File: src/dpll_sel_pkg.sv
package dpll_sel_pkg;
   localparam int          CODE_W          = 4;
   localparam int          NPOS            = 8;
   localparam int          KEY_W           = 7;
   localparam int          ADDR_W          = 8;
   localparam logic [7:0]  OFF_PRIO_MAIN   = 8'h00;
   localparam logic [7:0]  OFF_PRIO_AUX    = 8'h04;
   localparam logic [7:0]  OFF_CTRL        = 8'h08;
   localparam logic [7:0]  OFF_TABLE       = 8'h0C;
   localparam logic [7:0]  OFF_STATUS      = 8'h10;
   localparam logic [7:0]  OFF_VALID       = 8'h14;
   localparam int          CB_REVERTIVE_ENABLE       = 0;
   localparam int          CB_VIEW         = 1;
   localparam int          CB_UFS          = 2;
   localparam int          CB_EXTERNAL_SWITCH_ENABLE        = 3;
   localparam int          CB_PHASE        = 4;
   localparam int          CF_MFORCE_LSB   = 8;
   localparam int          CF_AFORCE_LSB   = 12;
   localparam logic [31:0] CTRL_RST        = 32'h0000_0000;
   localparam int          SB_SELFAIL      = 0;
   localparam int          SB_BETTER_MAIN  = 1;
   localparam int          SB_BETTER_AUX   = 2;
   localparam int          SB_FREQ_WIDE    = 3;
   localparam int          TF_TOP_LSB      = 0;
   localparam int          TF_SECOND_LSB   = 4;
   localparam int          TF_THIRD_LSB    = 8;
   localparam int          TF_SEL_LSB      = 12;
   localparam logic [31:0] PRIO_MAIN_RST   = 32'h5400_3210;
   localparam logic [31:0] PRIO_AUX_RST    = 32'h0500_3210;
   localparam logic [3:0]  FORCE_AUTO_LO   = 4'h0;
   localparam logic [3:0]  FORCE_AUTO_HI   = 4'hF;
   localparam logic [3:0]  INPUT_THREE     = 4'h3;
   localparam logic [3:0]  INPUT_FOUR      = 4'h4;
   localparam logic [3:0]  INPUT_FIVE      = 4'h5;
   localparam logic [3:0]  INPUT_SIX       = 4'h6;
   localparam int          POS_THREE       = 2;
   localparam int          POS_FOUR        = 3;
   localparam int          FREQ_WIDE_PPM   = 80;
   localparam real         FREQ_NARROW_PPM = 9.2;
   localparam logic [1:0]  STRAP_WAIT      = 2'h2;
   localparam logic [1:0]  RESP_OKAY       = 2'h0;
   localparam logic [1:0]  RESP_SLVERR     = 2'h2;

   // positions 0..7 carry inputs 1..6, 8, 9
   function automatic logic [3:0] posToCode(input logic [2:0] p);
      posToCode = (p < 3'h6) ? {1'b0, p} + 4'h1 : {1'b0, p} + 4'h2;
   endfunction : posToCode

   // returns {legal, position}
   function automatic logic [3:0] codeToPos(input logic [3:0] c);
      if (c >= 4'h1 && c <= 4'h6) codeToPos = {1'b1, 3'(c - 4'h1)};
      else if (c == 4'h8 || c == 4'h9) codeToPos = {1'b1, 3'(c - 4'h2)};
      else codeToPos = 4'h0;
   endfunction : codeToPos
endpackage : dpll_sel_pkg

File: src/dpll_reference_selector.sv
// Design decisions made here: the AXI4-Lite interface to the registers and the register offsets.
module dpll_reference_selector
   import dpll_sel_pkg::*;
(
   // clock and reset
   input  wire logic                          clk,
   input  wire logic                          nrst,
   // monitors and pins
   input  wire logic [dpll_sel_pkg::NPOS-1:0] clkValid,
   input  wire logic                          fastMiss,
   input  wire logic                          sourceSwitchPin,
   // selection results
   output logic [dpll_sel_pkg::CODE_W-1:0]    mainSelCode,
   output logic [dpll_sel_pkg::CODE_W-1:0]    auxSelCode,
   output logic                               bucketFillMax,
   output logic                               enterPrelocked2,
   output logic                               selFailOut,
   output logic                               freqLimitWide,
   // axi4-lite write
   input  wire logic [dpll_sel_pkg::ADDR_W-1:0] awaddr,
   input  wire logic                          awvalid,
   output logic                               awready,
   input  wire logic [31:0]                   wdata,
   input  wire logic [3:0]                    wstrb,
   input  wire logic                          wvalid,
   output logic                               wready,
   output logic [1:0]                         bresp,
   output logic                               bvalid,
   input  wire logic                          bready,
   // axi4-lite read
   input  wire logic [dpll_sel_pkg::ADDR_W-1:0] araddr,
   input  wire logic                          arvalid,
   output logic                               arready,
   output logic [31:0]                        rdata,
   output logic [1:0]                         rresp,
   output logic                               rvalid,
   input  wire logic                          rready
);
   import dpll_sel_pkg::*;

   function automatic logic [3:0] pickBest(input logic [NPOS-1:0] cand,
                                           input logic [NPOS*KEY_W-1:0] keys);
      logic             found;
      logic [KEY_W-1:0] bestKey;
      logic [2:0]       bestPos;
      found   = 1'b0;
      bestKey = '0;
      bestPos = 3'h0;
      for (int i = 0; i < NPOS; i++) begin
         if (cand[i] && (!found || keys[i*KEY_W +: KEY_W] < bestKey)) begin
            found   = 1'b1;
            bestKey = keys[i*KEY_W +: KEY_W];
            bestPos = 3'(i);
         end
      end
      pickBest = {found, bestPos};
   endfunction : pickBest

   function automatic logic [31:0] mergeBytes(input logic [31:0] old,
                                              input logic [31:0] data,
                                              input logic [3:0]  strb);
      for (int b = 0; b < 4; b++) begin
         old[b*8 +: 8] = strb[b] ? data[b*8 +: 8] : old[b*8 +: 8];
      end
      mergeBytes = old;
   endfunction : mergeBytes

   logic [31:0]    prioMain_ff;
   logic [31:0]    prioAux_ff;
   logic [31:0]    ctrl_ff;
   logic [2:0]     status_ff;
   logic           freqWide_ff;
   logic [1:0]     strapCnt_ff;
   logic           pinMeta_ff;
   logic           pinSync_ff;
   logic           bucketFillMax_ff;
   logic           enterPrelocked2_ff;
   logic           awHeld_ff;
   logic           wHeld_ff;
   logic [ADDR_W-1:0] wrAddr_ff;
   logic [31:0]    wrData_ff;
   logic [3:0]     wrStrb_ff;
   logic           bvalid_ff;
   logic [1:0]     bresp_ff;
   logic           rvalid_ff;
   logic [31:0]    rdata_ff;
   logic [1:0]     rresp_ff;

   logic           revertEn;
   logic           ufsEn;
   logic           extSwEn;
   logic           phaseMode;
   logic           ufsTrig;
   logic           failSet;
   logic           wrFire;
   logic           wrMapped;
   logic [3:0]     selCode   [2];
   logic [3:0]     topCode   [2];
   logic [3:0]     secCode   [2];
   logic [3:0]     thirdCode [2];
   logic [3:0]     topNxt    [2];
   logic           selInSet  [2];
   logic           betterW   [2];
   logic           betterRise[2];
   logic [3:0]     extCode;
   logic [3:0]     mainSelInfo;

   assign revertEn  = ctrl_ff[CB_REVERTIVE_ENABLE];
   assign ufsEn     = ctrl_ff[CB_UFS];
   assign extSwEn   = ctrl_ff[CB_EXTERNAL_SWITCH_ENABLE];
   assign phaseMode = ctrl_ff[CB_PHASE];
   // fast monitor only matters while something is selected
   assign mainSelInfo = codeToPos(selCode[0]);
   assign failSet   = fastMiss && mainSelInfo[3];
   assign ufsTrig   = ufsEn && failSet;

   // pin high: three unless disabled, else five; low: four or six
   assign extCode = pinSync_ff ?
      ((prioMain_ff[POS_THREE*4 +: 4] != 4'h0) ? INPUT_THREE : INPUT_FIVE) :
      ((prioMain_ff[POS_FOUR*4 +: 4] != 4'h0) ? INPUT_FOUR : INPUT_SIX);

   for (genvar g = 0; g < 2; g++) begin : loopGen
      logic [3:0]             sel_ff;
      logic [3:0]             top_ff;
      logic [3:0]             sec_ff;
      logic [3:0]             third_ff;
      logic                   betterPrev_ff;
      logic [3:0]             nxt_sel;
      logic [3:0]             topInfo;
      logic [3:0]             secInfo;
      logic [3:0]             thirdInfo;
      logic [NPOS-1:0]        cand;
      logic [NPOS*KEY_W-1:0]  keys;
      logic                   selIn;
      logic                   better;

      always_comb begin
         logic [31:0] prio;
         logic [3:0]  forceCode;
         logic [3:0]  forceInfo;
         logic [3:0]  selInfo;
         logic        forceAuto;
         logic        forced;
         logic [3:0]  pr;
         logic        rev;
         forced    = 1'b0;
         pr        = 4'h0;
         prio      = (g == 0) ? prioMain_ff : prioAux_ff;
         forceCode = (g == 0) ? ctrl_ff[CF_MFORCE_LSB +: 4] : ctrl_ff[CF_AFORCE_LSB +: 4];
         forceAuto = (forceCode == FORCE_AUTO_LO) || (forceCode == FORCE_AUTO_HI);
         forceInfo = codeToPos(forceCode);
         selInfo   = codeToPos(sel_ff);
         rev       = (g == 1) ? 1'b1 : revertEn;
         for (int i = 0; i < NPOS; i++) begin
            pr     = prio[i*4 +: 4];
            forced = !forceAuto && forceInfo[3] && (forceInfo[2:0] == 3'(i));
            // zero priority removes the input unless forced
            cand[i] = clkValid[i] && (pr != 4'h0 || forced) &&
                      !(g == 0 && ufsTrig && selInfo[3] && selInfo[2:0] == 3'(i));
            // forced input ranks above every real priority
            keys[i*KEY_W +: KEY_W] = {(forced ? 4'h0 : pr),
                                      3'(3'(i) - selInfo[2:0])};
         end
         topInfo   = pickBest(cand, keys);
         secInfo   = pickBest(cand & ~(NPOS'(topInfo[3]) << topInfo[2:0]), keys);
         thirdInfo = pickBest(cand & ~(NPOS'(topInfo[3]) << topInfo[2:0])
                                   & ~(NPOS'(secInfo[3]) << secInfo[2:0]), keys);
         selIn     = selInfo[3] && cand[selInfo[2:0]];
         // strict compare: a tie on priority never reverts
         better    = topInfo[3] && selIn &&
                     (keys[topInfo[2:0]*KEY_W + 3 +: 4] < keys[selInfo[2:0]*KEY_W + 3 +: 4]);
         if (g == 0 && extSwEn) begin
            nxt_sel = extCode;
         end else if (g == 1 && phaseMode && !forceAuto) begin
            nxt_sel = forceInfo[3] ? forceCode : 4'h0;
         end else if (!forceAuto && !forceInfo[3]) begin
            nxt_sel = 4'h0;
         end else if (!selIn) begin
            nxt_sel = topInfo[3] ? posToCode(topInfo[2:0]) : 4'h0;
         end else if (rev && better) begin
            nxt_sel = posToCode(topInfo[2:0]);
         end else begin
            nxt_sel = sel_ff;
         end
      end

      // top, second and third are rebuilt each cycle from validity and priorities; the selection is loaded from nxt_sel
      always_ff @(posedge clk or negedge nrst) begin
         if (!nrst) begin
            sel_ff        <= 4'h0;
            top_ff        <= 4'h0;
            sec_ff        <= 4'h0;
            third_ff      <= 4'h0;
            betterPrev_ff <= 1'b0;
         end else begin
            sel_ff        <= nxt_sel;
            top_ff        <= topInfo[3] ? posToCode(topInfo[2:0]) : 4'h0;
            sec_ff        <= secInfo[3] ? posToCode(secInfo[2:0]) : 4'h0;
            third_ff      <= thirdInfo[3] ? posToCode(thirdInfo[2:0]) : 4'h0;
            betterPrev_ff <= better;
         end
      end

      assign selCode[g]    = sel_ff;
      assign topCode[g]    = top_ff;
      assign secCode[g]    = sec_ff;
      assign thirdCode[g]  = third_ff;
      assign topNxt[g]     = topInfo[3] ? posToCode(topInfo[2:0]) : 4'h0;
      assign selInSet[g]   = selIn;
      assign betterW[g]    = better;
      assign betterRise[g] = better && !betterPrev_ff;
   end

   always_ff @(posedge clk or negedge nrst) begin
      if (!nrst) begin
         pinMeta_ff <= 1'b0;
         pinSync_ff <= 1'b0;
      end else begin
         pinMeta_ff <= sourceSwitchPin;
         pinSync_ff <= pinMeta_ff;
      end
   end

   // ultra-fast event: pulses toward bucket and loop state machine
   always_ff @(posedge clk or negedge nrst) begin
      if (!nrst) begin
         bucketFillMax_ff   <= 1'b0;
         enterPrelocked2_ff <= 1'b0;
      end else begin
         bucketFillMax_ff   <= ufsTrig;
         enterPrelocked2_ff <= ufsTrig;
      end
   end

   // strap caught once the pin synchroniser has filled
   always_ff @(posedge clk or negedge nrst) begin
      if (!nrst) begin
         strapCnt_ff <= 2'h0;
         freqWide_ff <= 1'b0;
      end else if (strapCnt_ff != 2'h3) begin
         strapCnt_ff <= strapCnt_ff + 2'h1;
         if (strapCnt_ff == STRAP_WAIT) begin
            freqWide_ff <= pinSync_ff;
         end
      end
   end

   // axi4-lite write: address and data taken in either order
   assign wrFire   = awHeld_ff && wHeld_ff && !bvalid_ff;
   assign wrMapped = (wrAddr_ff == OFF_PRIO_MAIN) || (wrAddr_ff == OFF_PRIO_AUX) ||
                     (wrAddr_ff == OFF_CTRL) || (wrAddr_ff == OFF_STATUS);

   always_ff @(posedge clk or negedge nrst) begin
      if (!nrst) begin
         awHeld_ff <= 1'b0;
         wHeld_ff  <= 1'b0;
         wrAddr_ff <= '0;
         wrData_ff <= 32'h0;
         wrStrb_ff <= 4'h0;
         bvalid_ff <= 1'b0;
         bresp_ff  <= RESP_OKAY;
      end else begin
         if (awvalid && !awHeld_ff) begin
            awHeld_ff <= 1'b1;
            wrAddr_ff <= {awaddr[ADDR_W-1:2], 2'h0};
         end
         if (wvalid && !wHeld_ff) begin
            wHeld_ff  <= 1'b1;
            wrData_ff <= wdata;
            wrStrb_ff <= wstrb;
         end
         if (wrFire) begin
            awHeld_ff <= 1'b0;
            wHeld_ff  <= 1'b0;
            bvalid_ff <= 1'b1;
            bresp_ff  <= wrMapped ? RESP_OKAY : RESP_SLVERR;
         end else if (bvalid_ff && bready) begin
            bvalid_ff <= 1'b0;
         end
      end
   end

   always_ff @(posedge clk or negedge nrst) begin
      if (!nrst) begin
         prioMain_ff <= PRIO_MAIN_RST;
         prioAux_ff  <= PRIO_AUX_RST;
         ctrl_ff     <= CTRL_RST;
      end else begin
         if (wrFire && wrAddr_ff == OFF_PRIO_MAIN) begin
            prioMain_ff <= mergeBytes(prioMain_ff, wrData_ff, wrStrb_ff);
         end
         if (wrFire && wrAddr_ff == OFF_PRIO_AUX) begin
            prioAux_ff <= mergeBytes(prioAux_ff, wrData_ff, wrStrb_ff);
         end
         if (strapCnt_ff == STRAP_WAIT) begin
            ctrl_ff[CB_EXTERNAL_SWITCH_ENABLE] <= pinSync_ff;
         end else if (wrFire && wrAddr_ff == OFF_CTRL) begin
            ctrl_ff <= mergeBytes(ctrl_ff, wrData_ff, wrStrb_ff) & 32'h0000_FF1F;
         end
      end
   end

   // write-one-to-clear; a same-cycle event wins over the clear
   always_ff @(posedge clk or negedge nrst) begin
      if (!nrst) begin
         status_ff <= 3'h0;
      end else begin
         status_ff <= (status_ff & ~((wrFire && wrAddr_ff == OFF_STATUS && wrStrb_ff[0]) ?
                                     wrData_ff[2:0] : 3'h0))
                      | {betterRise[1], betterRise[0], failSet};
      end
   end

   // axi4-lite read: one beat, answered the edge after the address
   always_ff @(posedge clk or negedge nrst) begin
      if (!nrst) begin
         rvalid_ff <= 1'b0;
         rdata_ff  <= 32'h0;
         rresp_ff  <= RESP_OKAY;
      end else if (arvalid && !rvalid_ff) begin
         rvalid_ff <= 1'b1;
         rresp_ff  <= RESP_OKAY;
         rdata_ff  <= 32'h0;
         if ({araddr[ADDR_W-1:2], 2'h0} == OFF_PRIO_MAIN) begin
            rdata_ff <= prioMain_ff;
         end else if ({araddr[ADDR_W-1:2], 2'h0} == OFF_PRIO_AUX) begin
            rdata_ff <= prioAux_ff;
         end else if ({araddr[ADDR_W-1:2], 2'h0} == OFF_CTRL) begin
            rdata_ff <= ctrl_ff;
         end else if ({araddr[ADDR_W-1:2], 2'h0} == OFF_TABLE) begin
            rdata_ff <= ctrl_ff[CB_VIEW] ?
               {16'h0, selCode[1], thirdCode[1], secCode[1], topCode[1]} :
               {16'h0, selCode[0], thirdCode[0], secCode[0], topCode[0]};
         end else if ({araddr[ADDR_W-1:2], 2'h0} == OFF_STATUS) begin
            rdata_ff <= {28'h0, freqWide_ff, status_ff};
         end else if ({araddr[ADDR_W-1:2], 2'h0} == OFF_VALID) begin
            rdata_ff <= {24'h0, clkValid};
         end else begin
            rresp_ff <= RESP_SLVERR;
         end
      end else if (rvalid_ff && rready) begin
         rvalid_ff <= 1'b0;
      end
   end

   assign awready         = !awHeld_ff;
   assign wready          = !wHeld_ff;
   assign bvalid          = bvalid_ff;
   assign bresp           = bresp_ff;
   assign arready         = !rvalid_ff;
   assign rvalid          = rvalid_ff;
   assign rdata           = rdata_ff;
   assign rresp           = rresp_ff;
   assign mainSelCode     = selCode[0];
   assign auxSelCode      = selCode[1];
   assign bucketFillMax   = bucketFillMax_ff;
   assign enterPrelocked2 = enterPrelocked2_ff;
   assign selFailOut      = status_ff[SB_SELFAIL];
   assign freqLimitWide   = freqWide_ff;

   // plain automatic main loop: no external switch, automatic force code
   logic mainAuto;
   assign mainAuto = !extSwEn && (ctrl_ff[CF_MFORCE_LSB +: 4] == FORCE_AUTO_LO ||
                                  ctrl_ff[CF_MFORCE_LSB +: 4] == FORCE_AUTO_HI);

   property p_lostSel;
      @(posedge clk) disable iff (!nrst)
      mainAuto && !selInSet[0] |=> mainSelCode == $past(topNxt[0]);
   endproperty
   a_lostSel: assert property (p_lostSel) else $error("lost selection not replaced");

   property p_revertJump;
      @(posedge clk) disable iff (!nrst)
      mainAuto && revertEn && betterW[0] |=> mainSelCode == $past(topNxt[0]);
   endproperty
   a_revertJump: assert property (p_revertJump) else $error("revertive jump missed");

   property p_holdNonRev;
      @(posedge clk) disable iff (!nrst)
      mainAuto && !revertEn && selInSet[0] |=> $stable(mainSelCode);
   endproperty
   a_holdNonRev: assert property (p_holdNonRev) else $error("nonrevertive moved");

   property p_auxRevert;
      @(posedge clk) disable iff (!nrst)
      !phaseMode && ctrl_ff[CF_AFORCE_LSB +: 4] == FORCE_AUTO_LO && betterW[1]
      |=> auxSelCode == $past(topNxt[1]) && auxSelCode != $past(auxSelCode);
   endproperty
   a_auxRevert: assert property (p_auxRevert) else $error("aux not revertive");

   property p_extHigh;
      @(posedge clk) disable iff (!nrst)
      extSwEn && pinSync_ff |=> mainSelCode == INPUT_THREE || mainSelCode == INPUT_FIVE;
   endproperty
   a_extHigh: assert property (p_extHigh) else $error("pin high wrong input");

   property p_extLow;
      @(posedge clk) disable iff (!nrst)
      extSwEn && !pinSync_ff |=> mainSelCode == INPUT_FOUR || mainSelCode == INPUT_SIX;
   endproperty
   a_extLow: assert property (p_extLow) else $error("pin low wrong input");

   property p_badForce;
      @(posedge clk) disable iff (!nrst)
      !extSwEn && ctrl_ff[CF_MFORCE_LSB +: 4] == 4'h7 |=> mainSelCode == 4'h0;
   endproperty
   a_badForce: assert property (p_badForce) else $error("illegal force selected");

   property p_ufsPulse;
      @(posedge clk) disable iff (!nrst)
      ufsEn && fastMiss && mainSelCode != 4'h0
      |=> bucketFillMax && enterPrelocked2 && selFailOut ##1 !enterPrelocked2 || $past(fastMiss);
   endproperty
   a_ufsPulse: assert property (p_ufsPulse) else $error("ultra-fast switch missed");

   property p_betterFlag;
      @(posedge clk) disable iff (!nrst)
      $rose(betterW[0]) |=> status_ff[SB_BETTER_MAIN];
   endproperty
   a_betterFlag: assert property (p_betterFlag) else $error("better flag not set");

   c_ufs:    cover property (@(posedge clk) disable iff (!nrst) ufsTrig ##1 enterPrelocked2);
   c_revertive_enable: cover property (@(posedge clk) disable iff (!nrst) revertEn && betterW[0]);
   c_ext:    cover property (@(posedge clk) disable iff (!nrst) extSwEn && $changed(mainSelCode));
endmodule : dpll_reference_selector

File: config.mk
export PLATFORM = sky130hd
export DESIGN_NAME = dpll_reference_selector
export DESIGN_NICKNAME = d
export VERILOG_FILES = /design/src/dpll_sel_pkg.sv /design/src/dpll_reference_selector.sv
export SDC_FILE = /design/constraint.sdc
export NUM_CORES = 1
export LEC_CHECK = 0
export BUFFER_PORTS_ARGS = -buffer_cell sky130_fd_sc_hd__buf_2
export CORE_UTILIZATION = 38
export CTS_BUF_LIST = sky130_fd_sc_hd__clkbuf_8
export CTS_CLUSTER_DIAMETER = 150
export DETAILED_ROUTE_END_ITERATION = 10
export GPL_TIMING_DRIVEN = 1
export PLACE_DENSITY = 0.53
export SYNTH_ARGS = -nofsm -noshare
export SYNTH_HDL_FRONTEND = slang
export SYNTH_SLANG_ARGS = --single-unit
File: constraint.sdc
create_clock -name clk -period 56 [get_ports clk]
set_clock_uncertainty 0.1 [all_clocks]
set_input_delay 0 -clock clk [delete_from_list [all_inputs] [get_ports clk]]
set_output_delay 0 -clock clk [all_outputs]
set_load 0.01 [all_outputs]
== Word-level counts from Yosys, hierarchy flattened ==
Index checks and enable logic that the tools add are counted.
Word-level totals
  flip-flop bits (word level): 202
  output and inout port bits: 53
  word-level logic and storage cells: 706
Operators by class
  $add $sub $neg: 41
  $mul: 4
  order comparisons: 60
  eq/ne operators: 43
  shift-type cells: 8
  mux-type cells: 210
  bitwise logic cells: 12
  reduce and logical (&&, ||, !) cells: 291
Operators with widths (number)
  less-than comparator 7 bit: 42
  two-way mux 7 bit: 42
  indexed part select 56 x 8 -> 4 bit: 4
  two-way mux 4 bit: 47
  logical AND 1 bit: 123
  two-way mux 3 bit: 37
  logical OR 1 bit: 67
  two-way mux 1 bit: 65
  two-way mux 32 bit: 2
  nonzero test 4 bit: 16
  logical NOT 1 bit: 60
  two-way mux 16 bit: 3
  == test 4 bit, second input constant: 10
  == test 3 bit, second input constant: 12
  AND 8 bit: 4
  inverter 8 bit: 4
  << shifter 1 x 3 -> 8 bit: 4
  adder 6 x 2 -> 7 bit, second input constant: 4
  adder 3 x 1 -> 4 bit, second input constant: 6
  adder 3 x 2 -> 4 bit, second input constant: 6
  multiplier 3 x 3 -> 6 bit, second input constant: 4
  subtractor 3 bit, first input constant: 8
  two-way mux 2 bit: 10
  AND reduction 2 bit: 10
  31 further kinds: 79

== Longest topological paths before layout ==
  word-level depth: 106
  gate-level depth with buffers: 246
  mapped depth without buffers: 227

== Worst setup path after synthesis ==
Ideal clock, no wire load.
  kind: register to register
  from: register loopGen[0].sel_ff[0] (netlist: mainSelCode[0])
  to: register loopGen[0].third_ff[0]
  arrival: 40.582 ns
  data required time: 55.823 ns
  slack: 15.240 ns
  stages on the path, launching flop included: 229
  path buffers: 19
  cell sequence: dfrtp_1 > inv_1 > ha_1 > and3b_2 > or4_4 > and2_4 > clkbuf_1 > buf_6 > clkbuf_1 > ha_1 > ha_1 > a21boi_1 > nand3_2 > buf_2 > nor2_1 > inv_1 > ha_1 > nand2_1 > [... 193 more ...] > and3_1 > a31o_2 > clkbuf_1 > a21o_1 > ha_1 > o21ai_0 > nand2b_1 > a21oi_1 > nor2_1 > nor2_1 > a41oi_1 > o2111a_1 > a21oi_1 > nor2_2 > nand2_1 > ha_1 > or4_1 > a21oi_1
On the way
  cells in the longest elaborated chain, start to end: 106
  elaborated cells between the ends (all ways): 214
  those cells by class: 12 x add/sub; 24 x order compare; 9 x eq/ne; 2 x shift; 70 x mux; 4 x bitwise; 93 x reduce/logical
RTL lines
  start, declared: RTL line dpll_reference_selector.sv:123  | logic [3:0] sel_ff;
  start signal, assigned: RTL line dpll_reference_selector.sv:196  | sel_ff <= nxt_sel;
  branches (longest 3 deep; another with subtractor 3 x 2 -> 3 bit)
  two-way mux 4 bit (*): RTL line dpll_sel_pkg.sv:51  | if (c >= 4'h1 && c <= 4'h6) codeToPos = {1'b1, 3'(c - 4'h1)};
  branches (longest 101 deep; another with less-than comparator 7 bit)
  two-way mux 4 bit (*): RTL line dpll_reference_selector.sv:199  | third_ff <= thirdInfo[3] ? posToCode(thirdInfo[2:0]) : 4'h0;
  end signal, assigned: RTL line dpll_reference_selector.sv:199
  end, declared: RTL line dpll_reference_selector.sv:126  | logic [3:0] third_ff;
Every way passes the cells marked *.
A chain may end at the register's enable or synchronous reset.

== Final worst setup path ==
Ends and elaborated chain as after synthesis.

==> flow_summary.yaml <==
timing:
  hold_viol: 0
  min_period_over_period: 0.9051
  rsz0062_at_grt: "false"
  tightest_slew_ns: 1.351
  tns_ns: 0
  setup_violations: 0
  drv_slew: 0
  slew_headroom: 0.09075
  hold_ws_ns: 0.04446
  period_minus_slack_ns: 50.69
  clock.fmax_mhz: 19.73
floorplanning:
  core_um2: 60580
  dieArea_um2: 62470
  initial_core_util: 0.3856
  die_x_um: 249.9
  num_rows: 90
  die_h_um: 249.9
  io_pins: 122
critical_path:
  crit_slowest_cell: "o211ai_1"
  critPathRequiredTime_ns: 56.30
  crit_fanout: 33
  ff2ff_setup_slack_ns: 5.31
  r2r_end: "loopGen[0].third_ff[0]"
  cp-end-kind: "flip-flop"
  crit_top_cell: "a21oi_1"
  crit_arrival_ns: 50.99
  worst_r2r_startpoint: "mainSelCode[0]"
  cpPeakStageDelay_ns: 0.75
  reg2regPathDepth: 209
  worst-setup-path-type: "flip-flop to flip-flop"
  cp-start-kind: "flip-flop"
place:
  placed_cells: 3663
  dpl.hpwl_um: 74760
  place.gp.congestion: 0.9751
  placed_area_um2: 24690
  io_buffers: 115
synth:
  synth.area.top_cells: "dfrtp_1, ha_1, mux2_2"
  yosys_warnings: 0
  netlist_area_um2: 23360
  yosys.area.top_type: "dfrtp_1"
  synth_edf_count: 0
  synthCells: 2846
  synth_top_area_share: 0.2003
  ys_ff_latch: 200
  seq_area_frac_synth: 0.2150
  synth_cell_types: 124
  synth_common_cells: "nand2_1, ha_1, a21oi_1"
  post-synth-top-count-cell: "nand2_1"
  async_flop_share: 1.000
  ys.flop_type: "dfrtp_1"
  syn_area_per_cell_um2: 8.208
layout:
  area_growth_pct: 9.952
  final_cell_count_no_fill: 3751
  final_nets: 3322
  fill_cells: 6100
  drive_gt1_frac: 0.1624
  final_area_um2: 25680
clocking:
  insertion_delay_ns: 0.50
  cts_tree: "yes"
  root_buffer: "clkbuf_8"
  cts_resized: 0
  clkSinkCount: 200
  cts-htree-levels: 4
  cts_buffers: 17
  ctsLongestPathBuffers: 2
  clk_pin_slew_ns: 0.11
detailed_routing:
  wl_per_cell_um: 24.89
  vias: 23410
  drtIter0Drc: 2394
  viasPerCell: 6.242
  drc_errors: 0
  dr.pass1.iters: 6
  routed_wl_um: 93350
  ant_nets: 0
status:
  status: "finished clean"
grt:
  grt_max_degree: 123
  antenna_found_initial: 2
  grt_usage: 0.2920
  grt_pass1_wl_um: 139400
  overflow: 0
  grt_pass1_vias: 22150
flow_run:
  cap_violations: 0
worst_hold_path:
  hold_path_class: "primary input to async pin"
[per-stage QoR]
step / utilization / setup slack [ns]
floorplan: - / 15.24
global placement: 0.4075 / 7.417
detailed placement: 0.4075 / 6.700
CTS: 0.4239 / 6.479
global route: 0.4239 / 1.920
finish: 0.4239 / 5.312
[worst max path at each step]
stage,from,endpoint,depth (start not counted)
2_1_floorplan,mainSelCode[0],loopGen[0].third_ff[0],228
3_3_place_gp,mainSelCode[0],loopGen[0].third_ff[0],208
3_5_place_dp,mainSelCode[0],loopGen[0].third_ff[0],209
4_1_cts,mainSelCode[0],loopGen[0].third_ff[0],209
5_1_grt,mainSelCode[0],loopGen[0].third_ff[0],212
6_report,mainSelCode[0],loopGen[0].third_ff[0],209
[critical path: cells and delay by family, from the launching register on]
| kind | cells | cell delay (ns) |
|---|---|---|
| buf+inv | 6 | 0.99 |
| fa+ha+maj | 25 | 7.50 |
| compound gates | 117 | 27.32 |
| flops | 1 | 0.47 |
| simple gates | 54 | 11.46 |
| mux | 7 | 2.57 |
[cell families (layout without fill, tap and decap cells)]
kind of cell / count (synthesis) / after routing / synth area share
multiplexers: 236 / 236 / 0.1174
AO/OA/AOI/OAI: 921 / 921 / 0.2674
flip-flops: 200 / 200 / 0.2150
AND/OR/NAND/NOR: 937 / 937 / 0.1926
buffers and inverters: 241 / 362 / 0.04328
XOR/XNOR: 12 / 12 / 0.004499
adder cells (fa/ha/maj): 298 / 298 / 0.1596
other: 1 / 3 / 0.0001605
[registers in the layout (all words and copies together) (netlist names), 3 cells and up]
| register | cells |
|---|---|
| loopGen.$15.prio | 64 |
| loopGen.sec_ff | 8 |
| wrStrb_ff | 4 |
| wrData_ff | 32 |
| status_ff | 3 |
| rdata | 32 |
| wrAddr_ff | 6 |
| ctrl_ff | 13 |
| loopGen.top_ff | 8 |
| auxSelCode | 4 |
| mainSelCode | 4 |
| loopGen.third_ff | 8 |
[cell type report]
class / count / area, um2 / area share
diodes: 1 / 2.502 / 0.00009743
clock buffers: 17 / 234.0 / 0.009110
clock inverters: 15 / 206.4 / 0.008038
inverters: 122 / 457.9 / 0.01783
multi-input cells: 2406 / 17360 / 0.6760
flip-flops and latches: 200 / 5021 / 0.1955
well taps: 782 / 978.4 / 0.03810
repair buffers: 208 / 1421 / 0.05534
[placed cells by master, fill, tap and decap left out, types with 84 or more instances in the layout]
cell type / instances
mux2_2: 184
dfrtp_1: 187
nand2_1: 350
a21o_1: 84
nor2_1: 219
o21ai_0: 210
a21oi_1: 234
buf_2: 114
ha_1: 298
inv_1: 117
[timing repair]
item                                    in CTS  in global routing
hold endpoints to repair                   182                  0
endpoints found under the setup margin       0                  0
buffers inserted                             0                  0
hold buffers                                55                  0
[routing by layer]
metal	vias up	GRT usage	wire, um
li1	10850	-	-
met1	11540	0.4385	45330
met2	930	0.4402	39700
met3	94	0.04620	6851
met4	2	0.04873	1457
met5	-	0	13
Power is left out: the tool's default activity adds up to more than one toggle a clock period on the data nets, which glitch-free logic cannot reach.
